==> src/hdl/iop_pkg.sv <==
// Constants and types shared by the I/O port and clock block design
//==============================================================================
// Contract
// - Ports come in widths 1, 4, 8, 16 and 32 bits over physical pins.
// - All pins of one port share one direction, input or output.
// - Port drives pins high or low, or samples, optionally waiting on condition.
// - Each core port access completes within one processor cycle.
// - Open-collector mode: zero drives low, one leaves pin undriven.
// - Data moves through a serializer/deserializer plus a transfer register.
// - Each port has a 16-bit counter timing pin-to-transfer-register movement.
// - Counter readable anytime; a transfer can wait for a future count.
// - Each transfer captures the counter value as a readable timestamp.
// - An enabled link disables ports sharing its pins: no drive, no sample.
// - An enabled narrower port takes shared pins from an enabled wider port.
// - A partly overridden port keeps full width; lost pins ignored or undriven.
// - Six clock blocks; block 0 is the tile reference clock, others programmable.
// - A clock block may take a 1-bit port pin as its clock source.
// - A clock block fed from a 1-bit port may divide that clock.
// - Ports interpret an input strobe and can generate an output strobe.
// - After reset every port is attached to clock block 0.
//==============================================================================
`default_nettype none
package iop_pkg;
	localparam int          NUM_CLK_BLK    = 6;
	localparam int          CNT_W          = 16;
	localparam logic [2:0]  CLK_BLK_RST    = 3'h0;
	localparam logic [15:0] CNT_RST        = 16'h0000;
	localparam logic [7:0]  DIV_RST        = 8'h00;
	localparam int          SYNC_STAGES    = 3;
	// Reference clock block: 100 MHz taken from the 200 MHz system clock
	localparam int          SYS_CLK_MHZ    = 200;
	localparam int          REF_CLK_MHZ    = 100;
	localparam logic [7:0]  REF_DIV_CYC    = 8'(SYS_CLK_MHZ / REF_CLK_MHZ);

	// Clock source selection of clock blocks 1..5
	typedef enum logic [0:0] {
		IOP_SRC_REF,
		IOP_SRC_PIN
	} iop_src_t;

	// Port sequencer states
	typedef enum logic [1:0] {
		IOP_IDLE,
		IOP_WAIT_TIME,
		IOP_WAIT_COND,
		IOP_WAIT_STB
	} iop_state_t;
endpackage : iop_pkg
`default_nettype wire

==> src/hdl/iop_port_clock_block.sv <==
// One I/O port with its clock blocks, shared-pin override and timed transfers
`timescale 1ns/1ps
`default_nettype none
module iop_port_clock_block #(
	parameter int WIDTH = 4,
	parameter int SHIFT = 2
) (
	input  wire logic                    i_ref_clk,
	input  wire logic                    i_nrst,
	// Pins of this port
	input  wire logic [WIDTH-1:0]        i_pin,
	output logic      [WIDTH-1:0]        o_pin,
	output logic      [WIDTH-1:0]        o_pin_oe,
	// Pin override from links and narrower ports
	input  wire logic                    i_link_en,
	input  wire logic [WIDTH-1:0]        i_narrow_own,
	// Configuration
	input  wire logic                    i_port_en,
	input  wire logic                    i_dir_out,
	input  wire logic                    i_open_coll,
	input  wire logic                    i_buffered,
	input  wire logic                    i_strobe_en,
	input  wire logic [2:0]              i_clk_blk_sel,
	input  wire logic                    i_clk_blk_wr,
	input  wire logic [4:0]              i_blk_src_pin,
	input  wire logic [7:0]              i_blk_div,
	input  wire logic                    i_ext_clk_pin,
	// Core access, one cycle per request
	input  wire logic                    i_req,
	input  wire logic                    i_req_timed,
	input  wire logic                    i_req_cond,
	input  wire logic [15:0]             i_req_time,
	input  wire logic [WIDTH*SHIFT-1:0]  i_req_data,
	input  wire logic [WIDTH-1:0]        i_cond_val,
	input  wire logic                    i_strobe_in,
	output logic                         o_ack,
	output logic                         o_done,
	output logic [WIDTH*SHIFT-1:0]       o_rd_data,
	output logic [15:0]                  o_counter,
	output logic [15:0]                  o_timestamp,
	output logic                         o_output_strobe,
	output logic [2:0]                   o_clk_blk
);
	//==========================================================================
	// Reset release
	logic [1:0] rst_sync_q;
	logic       rst_n;
	always_ff @(posedge i_ref_clk or negedge i_nrst) begin
		if (!i_nrst) rst_sync_q <= 2'b00;
		else         rst_sync_q <= {rst_sync_q[0], 1'b1};
	end
	assign rst_n = rst_sync_q[1];

	//==========================================================================
	// Pin synchronisers: change accepted once stages two and three agree
	logic [WIDTH-1:0] pin_s1_q, pin_s2_q, pin_s3_q, pin_val_q, pin_val_d;
	logic [2:0]       ext_s_q;
	logic [2:0]       stb_s_q;
	logic             ext_val_q, ext_val_d, stb_val_q, stb_val_d;
	always_comb begin
		pin_val_d = (pin_s2_q == pin_s3_q) ? pin_s3_q : pin_val_q;
		ext_val_d = (ext_s_q[1] == ext_s_q[2]) ? ext_s_q[2] : ext_val_q;
		stb_val_d = (stb_s_q[1] == stb_s_q[2]) ? stb_s_q[2] : stb_val_q;
	end
	always_ff @(posedge i_ref_clk or negedge rst_n) begin
		if (!rst_n) begin
			pin_s1_q  <= '0;
			pin_s2_q  <= '0;
			pin_s3_q  <= '0;
			pin_val_q <= '0;
			ext_s_q   <= 3'h0;
			stb_s_q   <= 3'h0;
			ext_val_q <= 1'b0;
			stb_val_q <= 1'b0;
		end else begin
			pin_s1_q  <= i_pin;
			pin_s2_q  <= pin_s1_q;
			pin_s3_q  <= pin_s2_q;
			pin_val_q <= pin_val_d;
			ext_s_q   <= {ext_s_q[1:0], i_ext_clk_pin};
			stb_s_q   <= {stb_s_q[1:0], i_strobe_in};
			ext_val_q <= ext_val_d;
			stb_val_q <= stb_val_d;
		end
	end

	//==========================================================================
	// Clock blocks: enable pulses, block 0 fixed to the reference rate
	logic [iop_pkg::NUM_CLK_BLK-1:0] blk_tick;
	logic [7:0] ref_cnt_q, ref_cnt_d;
	logic       ref_tick;
	logic       ext_prev_q;
	logic       ext_rise;
	logic [iop_pkg::NUM_CLK_BLK-1:0] blk_src_q, blk_src_d;
	logic [7:0] blk_div_q [iop_pkg::NUM_CLK_BLK];
	logic [7:0] blk_div_d [iop_pkg::NUM_CLK_BLK];
	logic [7:0] blk_cnt_q [iop_pkg::NUM_CLK_BLK];
	logic [7:0] blk_cnt_d [iop_pkg::NUM_CLK_BLK];
	logic [2:0] clk_blk_q, clk_blk_d;

	assign ref_tick = (ref_cnt_q == iop_pkg::REF_DIV_CYC - 8'h01);
	assign ext_rise = ext_val_q & ~ext_prev_q;

	always_comb begin
		ref_cnt_d = ref_tick ? 8'h00 : ref_cnt_q + 8'h01;
		clk_blk_d = clk_blk_q;
		blk_src_d = blk_src_q;
		for (int b = 0; b < iop_pkg::NUM_CLK_BLK; b++) begin
			blk_div_d[b] = blk_div_q[b];
			blk_cnt_d[b] = blk_cnt_q[b];
			blk_tick[b]  = 1'b0;
		end
		blk_tick[0] = ref_tick;
		// Blocks 1..5: reference or external 1-bit port clock, with divider
		for (int b = 1; b < iop_pkg::NUM_CLK_BLK; b++) begin
			if ((blk_src_q[b] ? ext_rise : ref_tick)) begin
				if (blk_cnt_q[b] >= blk_div_q[b]) begin
					blk_cnt_d[b] = 8'h00;
					blk_tick[b]  = 1'b1;
				end else begin
					blk_cnt_d[b] = blk_cnt_q[b] + 8'h01;
				end
			end
		end
		// Attach port and program the chosen block in one write
		if (i_clk_blk_wr && (i_clk_blk_sel < 3'(iop_pkg::NUM_CLK_BLK))) begin
			clk_blk_d = i_clk_blk_sel;
			if (i_clk_blk_sel != 3'h0) begin
				blk_src_d[i_clk_blk_sel] = i_blk_src_pin[i_clk_blk_sel-3'h1];
				blk_div_d[i_clk_blk_sel] = i_blk_div;
				blk_cnt_d[i_clk_blk_sel] = 8'h00;
			end
		end
	end
	always_ff @(posedge i_ref_clk or negedge rst_n) begin
		if (!rst_n) begin
			ref_cnt_q  <= 8'h00;
			ext_prev_q <= 1'b0;
			clk_blk_q  <= iop_pkg::CLK_BLK_RST;
			blk_src_q  <= '0;
			for (int b = 0; b < iop_pkg::NUM_CLK_BLK; b++) begin
				blk_div_q[b] <= iop_pkg::DIV_RST;
				blk_cnt_q[b] <= 8'h00;
			end
		end else begin
			ref_cnt_q  <= ref_cnt_d;
			ext_prev_q <= ext_val_q;
			clk_blk_q  <= clk_blk_d;
			blk_src_q  <= blk_src_d;
			for (int b = 0; b < iop_pkg::NUM_CLK_BLK; b++) begin
				blk_div_q[b] <= blk_div_d[b];
				blk_cnt_q[b] <= blk_cnt_d[b];
			end
		end
	end

	//==========================================================================
	// Port sequencer: counter, SERDES, transfer register, timestamp
	logic                   tick;
	logic [WIDTH-1:0]       own;
	logic                   active;
	iop_pkg::iop_state_t    st_q, st_d;
	logic [15:0]            cnt_q, cnt_d, ts_q, ts_d, tgt_q, tgt_d;
	logic [WIDTH*SHIFT-1:0] xfer_q, xfer_d, shr_q, shr_d;
	logic [7:0]             slot_q, slot_d;
	logic [WIDTH-1:0]       out_q, out_d, cond_q, cond_d;
	logic                   ack_d, done_d, stb_d, ack_q, done_q, stb_q;
	logic                   cond_on_q, cond_on_d;
	logic                   go;
	logic [WIDTH-1:0]       smp;

	assign tick   = blk_tick[clk_blk_q];
	// Pins kept by this port: not taken by link nor by a narrower port
	assign own    = (i_link_en || !i_port_en) ? '0 : ~i_narrow_own;
	assign active = i_port_en && !i_link_en;
	assign smp    = pin_val_q & own;

	always_comb begin
		st_d   = st_q;
		cnt_d  = cnt_q;
		ts_d   = ts_q;
		tgt_d  = tgt_q;
		xfer_d = xfer_q;
		shr_d  = shr_q;
		slot_d = slot_q;
		out_d  = out_q;
		cond_d = cond_q;
		cond_on_d = cond_on_q;
		ack_d  = 1'b0;
		done_d = 1'b0;
		stb_d  = 1'b0;
		go     = 1'b0;
		if (tick) cnt_d = cnt_q + 16'h0001;
		// Request taken in one cycle; data parked in transfer register
		if (i_req && active && st_q == iop_pkg::IOP_IDLE) begin
			ack_d  = 1'b1;
			xfer_d = i_req_data;
			tgt_d  = i_req_time;
			cond_d = i_cond_val;
			cond_on_d = i_req_cond;  // Held so a later change of the input cannot end the wait
			slot_d = 8'h00;
			if (i_req_timed)                    st_d = iop_pkg::IOP_WAIT_TIME;
			else if (i_req_cond && !i_dir_out)  st_d = iop_pkg::IOP_WAIT_COND;
			else if (i_strobe_en && !i_dir_out) st_d = iop_pkg::IOP_WAIT_STB;
			else                                st_d = iop_pkg::IOP_WAIT_COND;
		end
		case (st_q)
			iop_pkg::IOP_IDLE: ;
			iop_pkg::IOP_WAIT_TIME: begin
				if (tick && cnt_q == tgt_q) go = 1'b1;
			end
			iop_pkg::IOP_WAIT_STB: begin
				if (tick && stb_val_q) go = 1'b1;
			end
			iop_pkg::IOP_WAIT_COND: begin
				if (tick && (i_dir_out || !cond_on_q || smp == (cond_q & own))) go = 1'b1;
			end
			default: st_d = iop_pkg::IOP_IDLE;
		endcase
		if (!active && st_q != iop_pkg::IOP_IDLE) st_d = iop_pkg::IOP_IDLE;
		// One slice per port edge; buffered mode shifts SHIFT slices
		if (go && active) begin
			if (i_dir_out) begin
				out_d = i_buffered ? xfer_q[slot_q*WIDTH +: WIDTH] : xfer_q[WIDTH-1:0];
				stb_d = i_strobe_en;
			end else begin
				shr_d = {smp, shr_q[WIDTH*SHIFT-1:WIDTH]};
			end
			if (!i_buffered || slot_q == 8'(SHIFT-1)) begin
				ts_d   = cnt_q;
				done_d = 1'b1;
				st_d   = iop_pkg::IOP_IDLE;
				if (!i_dir_out) xfer_d = i_buffered ? shr_d : {{(WIDTH*SHIFT-WIDTH){1'b0}}, smp};
			end else begin
				slot_d = slot_q + 8'h01;
				// Later slices of a timed transfer follow on the next port edges,
				// otherwise they would wait a whole counter wrap
				if (st_q == iop_pkg::IOP_WAIT_TIME) begin
					st_d      = iop_pkg::IOP_WAIT_COND;
					cond_on_d = 1'b0;
				end
			end
		end
	end
	always_ff @(posedge i_ref_clk or negedge rst_n) begin
		if (!rst_n) begin
			st_q   <= iop_pkg::IOP_IDLE;
			cnt_q  <= iop_pkg::CNT_RST;
			ts_q   <= iop_pkg::CNT_RST;
			tgt_q  <= iop_pkg::CNT_RST;
			xfer_q <= '0;
			shr_q  <= '0;
			slot_q <= 8'h00;
			out_q  <= '0;
			cond_q <= '0;
			cond_on_q <= 1'b0;
			ack_q  <= 1'b0;
			done_q <= 1'b0;
			stb_q  <= 1'b0;
		end else begin
			st_q   <= st_d;
			cnt_q  <= cnt_d;
			ts_q   <= ts_d;
			tgt_q  <= tgt_d;
			xfer_q <= xfer_d;
			shr_q  <= shr_d;
			slot_q <= slot_d;
			out_q  <= out_d;
			cond_q <= cond_d;
			cond_on_q <= cond_on_d;
			ack_q  <= ack_d;
			done_q <= done_d;
			stb_q  <= stb_d;
		end
	end

	//==========================================================================
	// Pin drivers registered; one direction for the whole port
	logic [WIDTH-1:0] pin_d, oe_d, pin_q, oe_q;
	always_comb begin
		pin_d = out_q;
		if (i_dir_out && active) begin
			oe_d = i_open_coll ? (~out_q & own) : own;
			if (i_open_coll) pin_d = '0;
		end else begin
			oe_d = '0;
		end
	end
	always_ff @(posedge i_ref_clk or negedge rst_n) begin
		if (!rst_n) begin
			pin_q <= '0;
			oe_q  <= '0;
		end else begin
			pin_q <= pin_d;
			oe_q  <= oe_d;
		end
	end

	assign o_pin           = pin_q;
	assign o_pin_oe        = oe_q;
	assign o_ack           = ack_q;
	assign o_done          = done_q;
	assign o_rd_data       = xfer_q;
	assign o_counter       = cnt_q;
	assign o_timestamp     = ts_q;
	assign o_output_strobe = stb_q;
	assign o_clk_blk       = clk_blk_q;
endmodule : iop_port_clock_block
`default_nettype wire

==> config.mk <==
export PLATFORM = sky130hd
export DESIGN_NAME = iop_port_clock_block
export DESIGN_NICKNAME = d
export VERILOG_FILES = /design/src/hdl/iop_pkg.sv /design/src/hdl/iop_port_clock_block.sv
export SDC_FILE = /design/constraint.sdc
export NUM_CORES = 1
export LEC_CHECK = 0
export CAP_MARGIN = 5
export CORE_ASPECT_RATIO = 0.6
export CORE_UTILIZATION = 40
export CTS_BUF_LIST = sky130_fd_sc_hd__clkbuf_8
export DETAILED_ROUTE_END_ITERATION = 10
export DONT_BUFFER_PORTS = 1
export PLACE_DENSITY = 0.66
export RECOVER_POWER = 50
export SLEW_MARGIN = 15
export SYNTH_ARGS = -nofsm -noshare
export SYNTH_HDL_FRONTEND = slang
export SYNTH_SLANG_ARGS = --single-unit
==> constraint.sdc <==
create_clock -name i_ref_clk -period 8.1 [get_ports i_ref_clk]
set_input_delay 1.62 -clock i_ref_clk [delete_from_list [all_inputs] [get_ports i_ref_clk]]
set_output_delay 1.62 -clock i_ref_clk [all_outputs]
set_load 0.05 [all_outputs]
# Word-level counts from Yosys, hierarchy flattened
# Index checks and enable logic that the tools add are counted.
totals:
  ramBits: 0
  wordCells: 186
  mem_count: 0
  inputBits: 66
  latchBits: 0
  out_inout_bits: 54
  register_bits: 234
  rom_bits: 0
op_classes:
  reduce_logical: 30
  n_lt_le_gt_ge: 12
  n_div: 0
  n_eq_ne: 10
  add_sub_neg: 9
  bitwise: 10
  n_mul: 0
  shift: 1
  muxes: 74
op_table:
  columns: ["op", "count"]
  rows:
  - ["$mux 8", 21]
  - ["$mux 40", 2]
  - ["$add 8x1->8 const B", 7]
  - ["$and 48x48->48", 1]
  - ["$bwmux 48", 1]
  - ["$not 48->48", 1]
  - ["$ge 8x8->1", 5]
  - ["$mux 1", 32]
  - ["$demux 8 s3", 1]
  - ["$mux 4", 6]
  - ["$add 16x1->16 const B", 1]
  - ["$eq 16x16->1", 1]
  - ["$eq 8x1->1 const B", 2]
  - ["$logic_and 1x1->1", 14]
  - ["$and 4x4->4", 3]
  - ["$lt 3x4->1 const B", 3]
  - ["$mux 2", 6]
  - ["$shiftx 8x11->4", 1]
  - ["$eq 4x4->1", 2]
  - ["$not 4->4", 2]
  - ["$bmux 1 s3", 2]
  - ["$bwmux 6", 1]
  - ["$logic_not 1->1", 6]
  - ["$reduce_and 2->1", 3]
  - ["17 further kinds", 22]

# Longest topological paths before layout
# Gate-level depths: netlist of the first run.
depth:
  ltp_word: 11
  depth_mapped: 12
  ltp_nobuf: 10

# Worst setup path before layout of the first run
# OpenSTA, ideal clock, no wires.
synth_timing:
  path_type: "in2reg"
  start: "input i_port_en"
  end: "register ts_q[10] (netlist: o_timestamp[10])"
  path_buffers: 2
  t_required_ns: 7.975
  arrival_time_ns: 3.306
  slack_ns: 4.670
  setup_ns: 0.125
  path_stages: 8
  cell_sequence: "nor2b_1 clkbuf_1 nand4_1 o31a_1 a21oi_1 nand2_2 buf_2 mux2_2"
synth_via:
  elab_chain_cells: 11
  elab_cells_between_ends: 13
  classes_between: "eq/ne (1); mux (3); bitwise (2); reduce/logical (7)"
synth_rtl:
  columns: ["element", "line", "source"]
  rows:
  - ["from (decl)", "iop_port_clock_block.sv:18", "input wire logic i_port_en,"]
  - ["$logic_not 1->1", "iop_port_clock_block.sv:174", "assign own = (i_link_en || !i_port_en) ? '0 : ~i_narrow_own;"]
  - ["$logic_or 1x1->1", "iop_port_clock_block.sv:174", null]
  - ["$mux 4", "iop_port_clock_block.sv:174", null]
  - ["$and 4x4->4 (on tied branches)", "iop_port_clock_block.sv:176, iop_port_clock_block.sv:216", null]
  - ["$eq 4x4->1", "iop_port_clock_block.sv:216", "if (tick && (i_dir_out || !cond_on_q || smp == (cond_q & own))) go = 1'b1;"]
  - ["$logic_or 1x1->1", "iop_port_clock_block.sv:216", null]
  - ["$logic_and 1x1->1", "iop_port_clock_block.sv:216", null]
  - ["$mux 1", "iop_port_clock_block.sv:216", null]
  - ["$pmux 1 s3", "iop_port_clock_block.sv:207", "case (st_q)"]
  - ["$logic_and 1x1->1 *", "iop_port_clock_block.sv:222", "if (go && active) begin"]
  - ["$reduce_and 2->1 (no line) *", null, null]
  - ["to (signal assigned)", "iop_port_clock_block.sv:249", "ts_q <= iop_pkg::CNT_RST;"]
  - ["to (signal assigned)", "iop_port_clock_block.sv:263", "ts_q <= ts_d;"]
  - ["to (decl)", "iop_port_clock_block.sv:163", "logic [15:0] cnt_q, cnt_d, ts_q, ts_d, tgt_q, tgt_d;"]
# Mark *: on every way between the ends. The rest lies on a longest branch, timed or not.
# A chain may end at the register's enable or synchronous reset.

==> results of run 1 <==
==> power breakdown <==
part           switching [mW]  internal [mW]
Clock                   0.443          0.556
Combinational           0.258          0.242
Sequential              0.269           1.23
==> cells in the final DEF, fill, tap and decap left out, types with 10 or more instances in the layout <==
master      n
and3_1     14
inv_1      68
nand3b_1   10
dfrtp_1   213
nor2_1     75
nand3_1    41
mux2i_1    22
nand4_1    15
xor2_1     36
xnor2_1    46
a21oi_1    23
ha_1       52
o21ai_0    39
nand2_1   131
mux2_2     44
clkbuf_8   44
==> layer usage <==
metal / global-route usage, % / vias up / share of wire, %
li1: - / 3247 / -
met1: 28.4 / 3293 / 53
met2: 24.8 / 140 / 39
met3: 4.87 / 43 / 5.4
met4: 5.14 / 0 / 1.8
met5: 0 / - / 0
==> cells by family after synthesis <==
| family | after synthesis |
|---|---|
| multiplexers | 69 |
| buffers and inverters | 78 |
| adder cells (fa/ha/maj) | 54 |
| other | 1 |
| AND/OR/NAND/NOR | 330 |
| flip-flops | 213 |
| XOR/XNOR | 82 |
| AO/OA/AOI/OAI | 115 |
==> state kept, by name, indices dropped and copies added (netlist names), 8 cells and up <==
name,flops
o_timestamp,16
ref_cnt_q,8
tgt_q,16
slot_q,8
blk_div_q,40
blk_cnt_q,40
o_rd_data,8
o_counter,16
==> area by class of cell <==
class	count	share of cell area [%]
clock buffers	44	5.41
clock inverters	20	1.22
inverters	55	1.84
multi-input cells	651	40.2
flip-flops and latches	213	47.6
well taps	322	3.60
repair buffers	3	0.134
==> path summary, 6_finish.rpt <==
| check | cells after the start | end |
|---|---|---|
| max in group i_ref_clk | 5 | o_rd_data[6] |
| setup reg to reg | 1 | o_timestamp[0] |
| hold / removal | 0 | pin_s2_q[1] |
| min in group asynchronous | 0 | out_q[3] |
| setup / recovery | 1 | o_timestamp[0] |
| hold reg to reg | 0 | pin_s2_q[1] |
==> per-stage QoR <==
stage | cell area [um^2] | hold WS, ns | util, % | instances
2_1_floorplan | 10200 | 0.331 | - | 942
3_3_place_gp | 10500 | 0.332 | 42.7 | 1244
3_5_place_dp | 10500 | 0.326 | 42.7 | 1244
4_1_cts | 11200 | 0.342 | 45.7 | 1308
5_1_grt | 11200 | 0.359 | 45.6 | 1308
6_report | 11200 | 0.347 | 45.6 | 1308
==> results.md, run 1 <==
Worst setup path:
- The timing startpoint of the critical path is rst_sync_q[1].
- The worst register-to-register path begins at rst_sync_q[1].
- The startpoint type of the worst setup path is a flip-flop.
- The critical setup path kind is flip-flop to async pin.
- The delay of the slowest cell on the worst path is 2.74 ns.
- For this design, the slowest cell found on the critical path is clkbuf_1.
- In this run the register-to-register setup slack is 3.13 ns.
- The top cell family by delay on the critical path is buffers and inverters.
- The largest fanout on the critical path is 71.
- At the worst endpoint, the arrival time is 4.72 ns.
- The required time reported for the critical path endpoint is roughly 7.9 ns.
- The total buffers and inverters traversed by the critical path is 1.
- The signal on the critical path passes through clkbuf_1.
- STA classifies the critical path endpoint as an async pin.

Floorplan:
- The core region is approximately 25000 um^2.
- The number of standard-cell rows in the floorplan is 44.
- The floorplan step defined a die boundary enclosing 26000 um^2.
- The die is 208 um wide.
- For this configuration, the core starts out at a cell density of 41.4%.
- From bottom edge to top edge, the die measures 125 um.
- For this design the top-level I/O count stands at 120.

Global route:
- The initial antenna violation count is 0.
- The global-route congestion overflow total is 0.
- Entering global routing, the biggest net connects 72 pins.
- The wire length of the first global-routing pass is 37900 um.
- For this run, the total global-route usage over all layers was measured as 18.4%.
- The number of global-route vias before repair is a little under 7000.

Synth:
- Counting flops with a built-in enable in the synthesized netlist gives 0.
- The simple logic cell fraction of the synthesized area is 15.2%.
- Of the total synthesized cell area, the portion taken by full adders, half adders and majority gates is about 6.6%.
- The count of mapped cells out of synthesis is 942.
- The most numerous cell in the Yosys netlist is dfrtp_1.
- The combinational family with the most area after synthesis is simple AND/OR/NAND/NOR gates.
- Summing the areas of all compound-gate instances in the mapped netlist gives 8.05% of the synthesized area.
- The dominant synthesized flop cell is dfrtp_1.
- Summed over all instances, the cell type with the most area after synthesis is dfrtp_1.
- The mux share of post-synthesis cell area is under 10%.
- In this run the cell area of the synthesized design comes to 10200 um^2.
- The commonest cells after synthesis are dfrtp_1 (213), nand2_1 (131), nor2_1 (75), inv_1 (54), ha_1 (52).
- Summing the sequential cell areas from Yosys gives 52.5% of the chip area.
- The post-synthesis net count is roughly 1100.
- After synthesis, the cell types taking the most area are dfrtp_1 (52%), ha_1 (6.4%), mux2_2 (5.1%), nand2_1 (4.8%), xnor2_1 (4.0%).
- The number of warning messages in the yosys log is 0.
- The area share of the largest cell type after synthesis is approximately 52%.
- In this run, synthesis produced a sequential element count of 213.
- The number of distinct standard cells referenced by the synthesized netlist is 63.
- Counting flops with an async set or reset pin after synthesis yields a share of 100%.
- Of the total synthesized cell area, the portion taken by XOR and XNOR cells is 7.07%.
- The post-synthesis area per instance is approximately 11 um^2.

STA:
- Summed over all failing endpoints, the final setup total negative slack is 0 ns.
- The measured slew at the worst slew-check pin is 3.80 ns.
- The setup slack after layout is 3.13 ns.
- Measured against its own limit, the worst slew margin works out to -153%.
- Setup repair after global routing left no endpoint under its margin.
- The maximum clock rate is roughly 200 MHz.
- The final setup violation count is 0.
- Between clock sinks in the finished design, the worst skew comes to 0.0263 ns.
- The post-route fraction of the period consumed by the critical path is 61.3%.
- The final critical delay including setup and external delays is 4.97 ns.
- The number of slew-limit violations in the final report came to 160.
- The final hold violation count is 0.

Finish:
- Counting the fill cells in the layout gives 2307.
- 0 antenna diodes ended up in the layout.
- The number of nets in the layout is 1078.
- The layout cell share with drive strength beyond 1 is 11.7%.
- The area added between synthesis and finish is 10.3%.
- The area taken by flip-flops and latches is about 5300 um^2.
- The multi-input logic area is approximately 4500 um^2.

Clock tree:
- Buffers inserted during clock tree synthesis total 36.
- In this run the clock root is driven by a clkbuf_8.
- The quantity of hold-fixing buffers added after cts is 0.
- The worst-skew pair later-pin latency is 0.53 ns.
- The number of H-tree levels is 2.
- The clock drives 213 sinks.
- Once the clock tree was built, the resizer swapped 0 gates to a different size.
- The CTS tree is built.
- The clock-pin slew on the worst setup and hold paths is around 0.060 ns.
- No sink is reached through more buffers than the 3 on the longest clock path.
- The post-CTS setup-driven buffer insertion count is 0.

Power and ir drop:
- In this run the static leakage power is 5.34 nW.
- The power per cell area is between 200 and 300 nW/um^2.
- The overall power is 3.00 mW.
- VDD sags by at most between 0.1 and 0.15 mV.

Min path:
- The worst hold path begins at pin_s1_q[1].
- The worst hold path belongs to the class flip-flop to flip-flop.

Placement:
- Before CTS, the worst setup slack after placement is 3.67 ns.
- The sum of net half-perimeters after detailed placement is 16200 um.
- The routability congestion estimate from global placement is ~0.83.
- Input and output buffers added on the ports amount to 0.

Outcome:
- The flow ran to the end, but the final reports show violations.
- The checks that failed: max-capacitance violations, max-slew violations.

Routing:
- Summing over every cut layer, the via total after detailed routing is 6723.
- The detailed-router iteration count before antenna repair is 5.
- Dividing the detail-routed wire length by the instance count gives 17.4 um.
- For this block, the routed nets add up to between 20000 and 25000 um of wire.
- The count of nets left with antenna violations once routing finished came out at 0.
- The number of vias per cell is 5.14.
- The post-route DRC violation count is 0.
- The first routing iteration left 379 violations.

Job:
- The tool flagged a number of max-cap violations equal to 3.
Note: power is estimated with default switching activity, not from simulation.
==> inputs of run 2 (changes only) <==
Settings changed: PLACE_DENSITY 0.66 to 0.68.
Clock period 8.1 ns to 4.4 ns, I/O delays scaled along.
==> run 2 against run 1 <==
Compared with the run above: the run still ends with max-capacitance violations, max-slew violations left; routed wire length is 1.3% lower; clock skew is 0.016 ns higher; design area is 0.25% higher; combinational power is 87% higher; critical path type is now flip-flop to flip-flop; critical endpoint is now o_timestamp[15].
==> results.md, run 2 (synthesized netlist as in run 1, its figures left out) <==
Placement:
- The worst setup slack before clock tree synthesis is 1.13 ns (was 3.67 ns).
- The routability congestion estimate from global placement is 0.808 (was 0.835).
- The number of buffers inserted by port buffering is 0 (unchanged).
- The cell area reported after detailed placement came to 10500 um^2 (about the same).
- The sum of net half-perimeters after detailed placement came to 16100 um (was 16200 um).

Clock tree:
- The worst-skew pair later-pin latency is 0.55 ns (was 0.53 ns).
- The CTS tree is built (unchanged).
- The clock-pin slew on the worst setup and hold paths was 0.06 ns (about the same).
- The number of clock sinks is 213 (unchanged).
- The maximum buffer depth of the clock tree is 3 (unchanged).
- The buffer type at the clock tree root is clkbuf_8 (unchanged).
- The number of buffers added by the clock tree synthesis step is 36 (unchanged).
- The number of H-tree levels is 2 (unchanged).

Routing:
- The post-route DRC violation count is 0 (unchanged).
- The remaining number of nets flagged by the antenna check after routing is 0 (unchanged).
- The detailed-router iteration count before antenna repair is 5 (unchanged).
- The total wire length is 22500 um (was 22800 um).
- The number of vias per cell is 5.16 (was 5.14).
- The mean routed wirelength per cell is 17.1 um (was 17.4 um).
- The vias after detailed routing is 6764 (was 6723).
- The count of routing violations after the opening detailed-route iteration is 345 (was 379).

Finish:
- The number of antenna diodes is 0 (unchanged).
- The final non-filler cell area is 11200 um^2 (about the same).
- The number of nets in the layout came to 1082 (was 1078).
- The layout cell share with drive strength beyond 1 came to 12.4% (was 11.7%).
- Largest registers ranked by flip-flop count: blk_cnt_q x40, blk_div_q x40 (unchanged).
- The most frequent standard cell in the layout excluding fill and tap cells is dfrtp_1 (unchanged).
- The area added between synthesis and finish is 10.6% (was 10.3%).
- The count of filler cells inserted in the layout is 2309 (was 2307).
- Highest-count cells in the layout ignoring fill and taps: dfrtp_1 (213), nand2_1 (131), nor2_1 (75), inv_1 (67), ha_1 (52) (was dfrtp_1 (213), nand2_1 (131), nor2_1 (75), inv_1 (68), ha_1 (52)).

Floorplan:
- The starting utilization of the core area came to 41.4% (unchanged).
- The chip height is 125 um (unchanged).
- The die extent in x came to 208 um (unchanged).
- The area of the die is 26000 um^2 (unchanged).
- The core outline area is 24600 um^2 (unchanged).
- The number of standard-cell rows in the floorplan is 44 (unchanged).
- The count of pins on the block boundary was 120 (unchanged).

Global route:
- The global-route track usage on met1 came to 27.7% (was 28.4%).
- The number of global-route vias before repair is 6841 (was 6804).
- The pin count of the biggest net entering global routing is 128 (was 72).
- The global-route congestion overflow total is 0 (unchanged).
- The met3 usage is 4.75% (was 4.87%).
- The most utilized layer in the global route result is met1 (unchanged).
- The initial antenna violation count is 0 (unchanged).
- The total global routing track utilization was 18.2% (was 18.4%).
- The fraction of met2 tracks used by global routing is 24.7% (was 24.8%).
- The wire length of the first global-routing pass is 37600 um (was 37900 um).

Power and ir drop:
- The power per cell area is 488 nW/um^2 (was 268 nW/um^2).
- The maximum resistive drop on vdd is 0.320 mV (was 0.130 mV).
- The overall power came to 5.48 mW (was 3.00 mW).
- The cell leakage power came to 5.35 nW (was 5.34 nW).

Worst setup path:
- The endpoint of the most critical setup path is o_timestamp[15] (was o_timestamp[0]).
- The endpoint arrival time on the critical path was 3.70 ns (was 4.72 ns).
- The critical setup path kind was flip-flop to flip-flop (was flip-flop to async pin).
- The required time reported for the critical path endpoint is 4.81 ns (was 7.86 ns).
- The worst-case register-to-register setup slack was 1.11 ns (was 3.13 ns).
- The worst reg2reg path startpoint is ref_cnt_q[1] (was rst_sync_q[1]).
- The worst flop-to-flop path endpoint is o_timestamp[15] (was o_timestamp[0]).
- The largest fanout on the critical path is 18 (was 71).
- The element type at the critical path end was a flip-flop (was async pin).
- The timing startpoint of the critical path is ref_cnt_q[1] (was rst_sync_q[1]).
- The logic depth of the worst register-to-register path is 10 (was 1).
- The startpoint type of the worst setup path was a flip-flop (unchanged).

Job:
- The number of maximum-capacitance violations came to 2 (was 3).

STA:
- The measured slew at the worst slew-check pin came to 1.72 ns (was 3.80 ns).
- The worst hold slack is 0.347 ns (about the same).
- Setup repair after global routing missed its margin: false (unchanged).
- The setup slack after layout is 1.11 ns (was 3.13 ns).
- The maximum clock rate is 304 MHz (was 201 MHz).
- The worst max-slew margin expressed relative to the limit is -14.8% (was -153%).
- The final setup violation count was 0 (unchanged).
- The total negative slack for setup checks is 0 ns (unchanged).
- The number of slew-limit violations in the final report was 192 (was 160).
- The final critical delay including setup and external delays was 3.29 ns (was 4.97 ns).
- The final hold violation count is 0 (unchanged).
- The clock skew after layout was 0.0418 ns (was 0.0263 ns).
- The post-route fraction of the period consumed by the critical path came to 74.8% (was 61.3%).

Min path:
- The startpoint of the tightest hold check path was pin_s1_q[3] (was pin_s1_q[1]).
- The worst min-delay path category is flip-flop to flip-flop (unchanged).

Outcome:
- Violations in the final reports: max-capacitance violations, max-slew violations (unchanged).
- Run status: finished with violations (unchanged).
run 2: changes by cell type in the layout (fill, tap and decap cells not counted), sizes merged:
cell / delta
buf: +2
bufinv: -1
clkbuf: +1
clkinv: +1
clkinvlp: +1
dlygate4sd3: +1
inv: -1
run 2: report_power, final:
group          switching (mW)  total [mW]  leakage, nW  internal [mW]
sequential              0.485        2.75         2.72           2.27
combinational           0.490       0.936         2.21          0.446
clock                   0.823        1.79        0.423          0.971
run 2: worst min-delay path by stage:
stage,to,slack [ns],cells past startpoint
finish,pin_s2_q[3],0.35,0
detailed placement,blk_cnt_q[38],0.23,0
global placement,blk_cnt_q[38],0.23,0
CTS,blk_cnt_q[38],0.24,0
global route,ext_s_q[0],0.31,0
floorplan,rst_sync_q[1],0.33,0
run 2: metrics by stage:
stage               std cells  util (%)
CTS                      1312      45.8
floorplan                 942         -
finish                   1312      45.7
global placement         1247      42.8
global route             1312      45.7
detailed placement       1247      42.8
run 2: final cells by class:
| class | count | area, um^2 | share of cell area [%] |
|---|---|---|---|
| clock inverter | 20 | 126 | 1.13 |
| multi-input combinational | 651 | 4510 | 40.2 |
| timing repair buffer | 7 | 48.8 | 0.435 |
| sequential | 213 | 5330 | 47.5 |
| inverter | 55 | 206 | 1.84 |
| tap | 322 | 403 | 3.59 |
| clock buffer | 44 | 606 | 5.39 |
run 2: timing repair:
item / 4_1_cts / 5_1_grt
hold buffers: 1 / 0
endpoints found under the hold margin: 2 / 0
setup buffers: 0 / 0
gates resized for setup: 0 / 0
run 2: per-layer routing:
layer	routed length, um	part of all wire, %
met5	0	0
met4	441	2.0
met3	1420	6.3
met2	8880	40
met1	11700	52
run 2: worst max-delay path, cell delays in order (launching register included):
cell and delay [ns]:
dfrtp_1 0.40, inv_1 0.07, ha_1 0.13, or4b_4 0.58, o31ai_4 0.45, nand2_1 0.12
o32ai_2 0.17, a22oi_2 0.16, a21oi_1 0.30, nand2_2 0.35, mux2_2 0.40
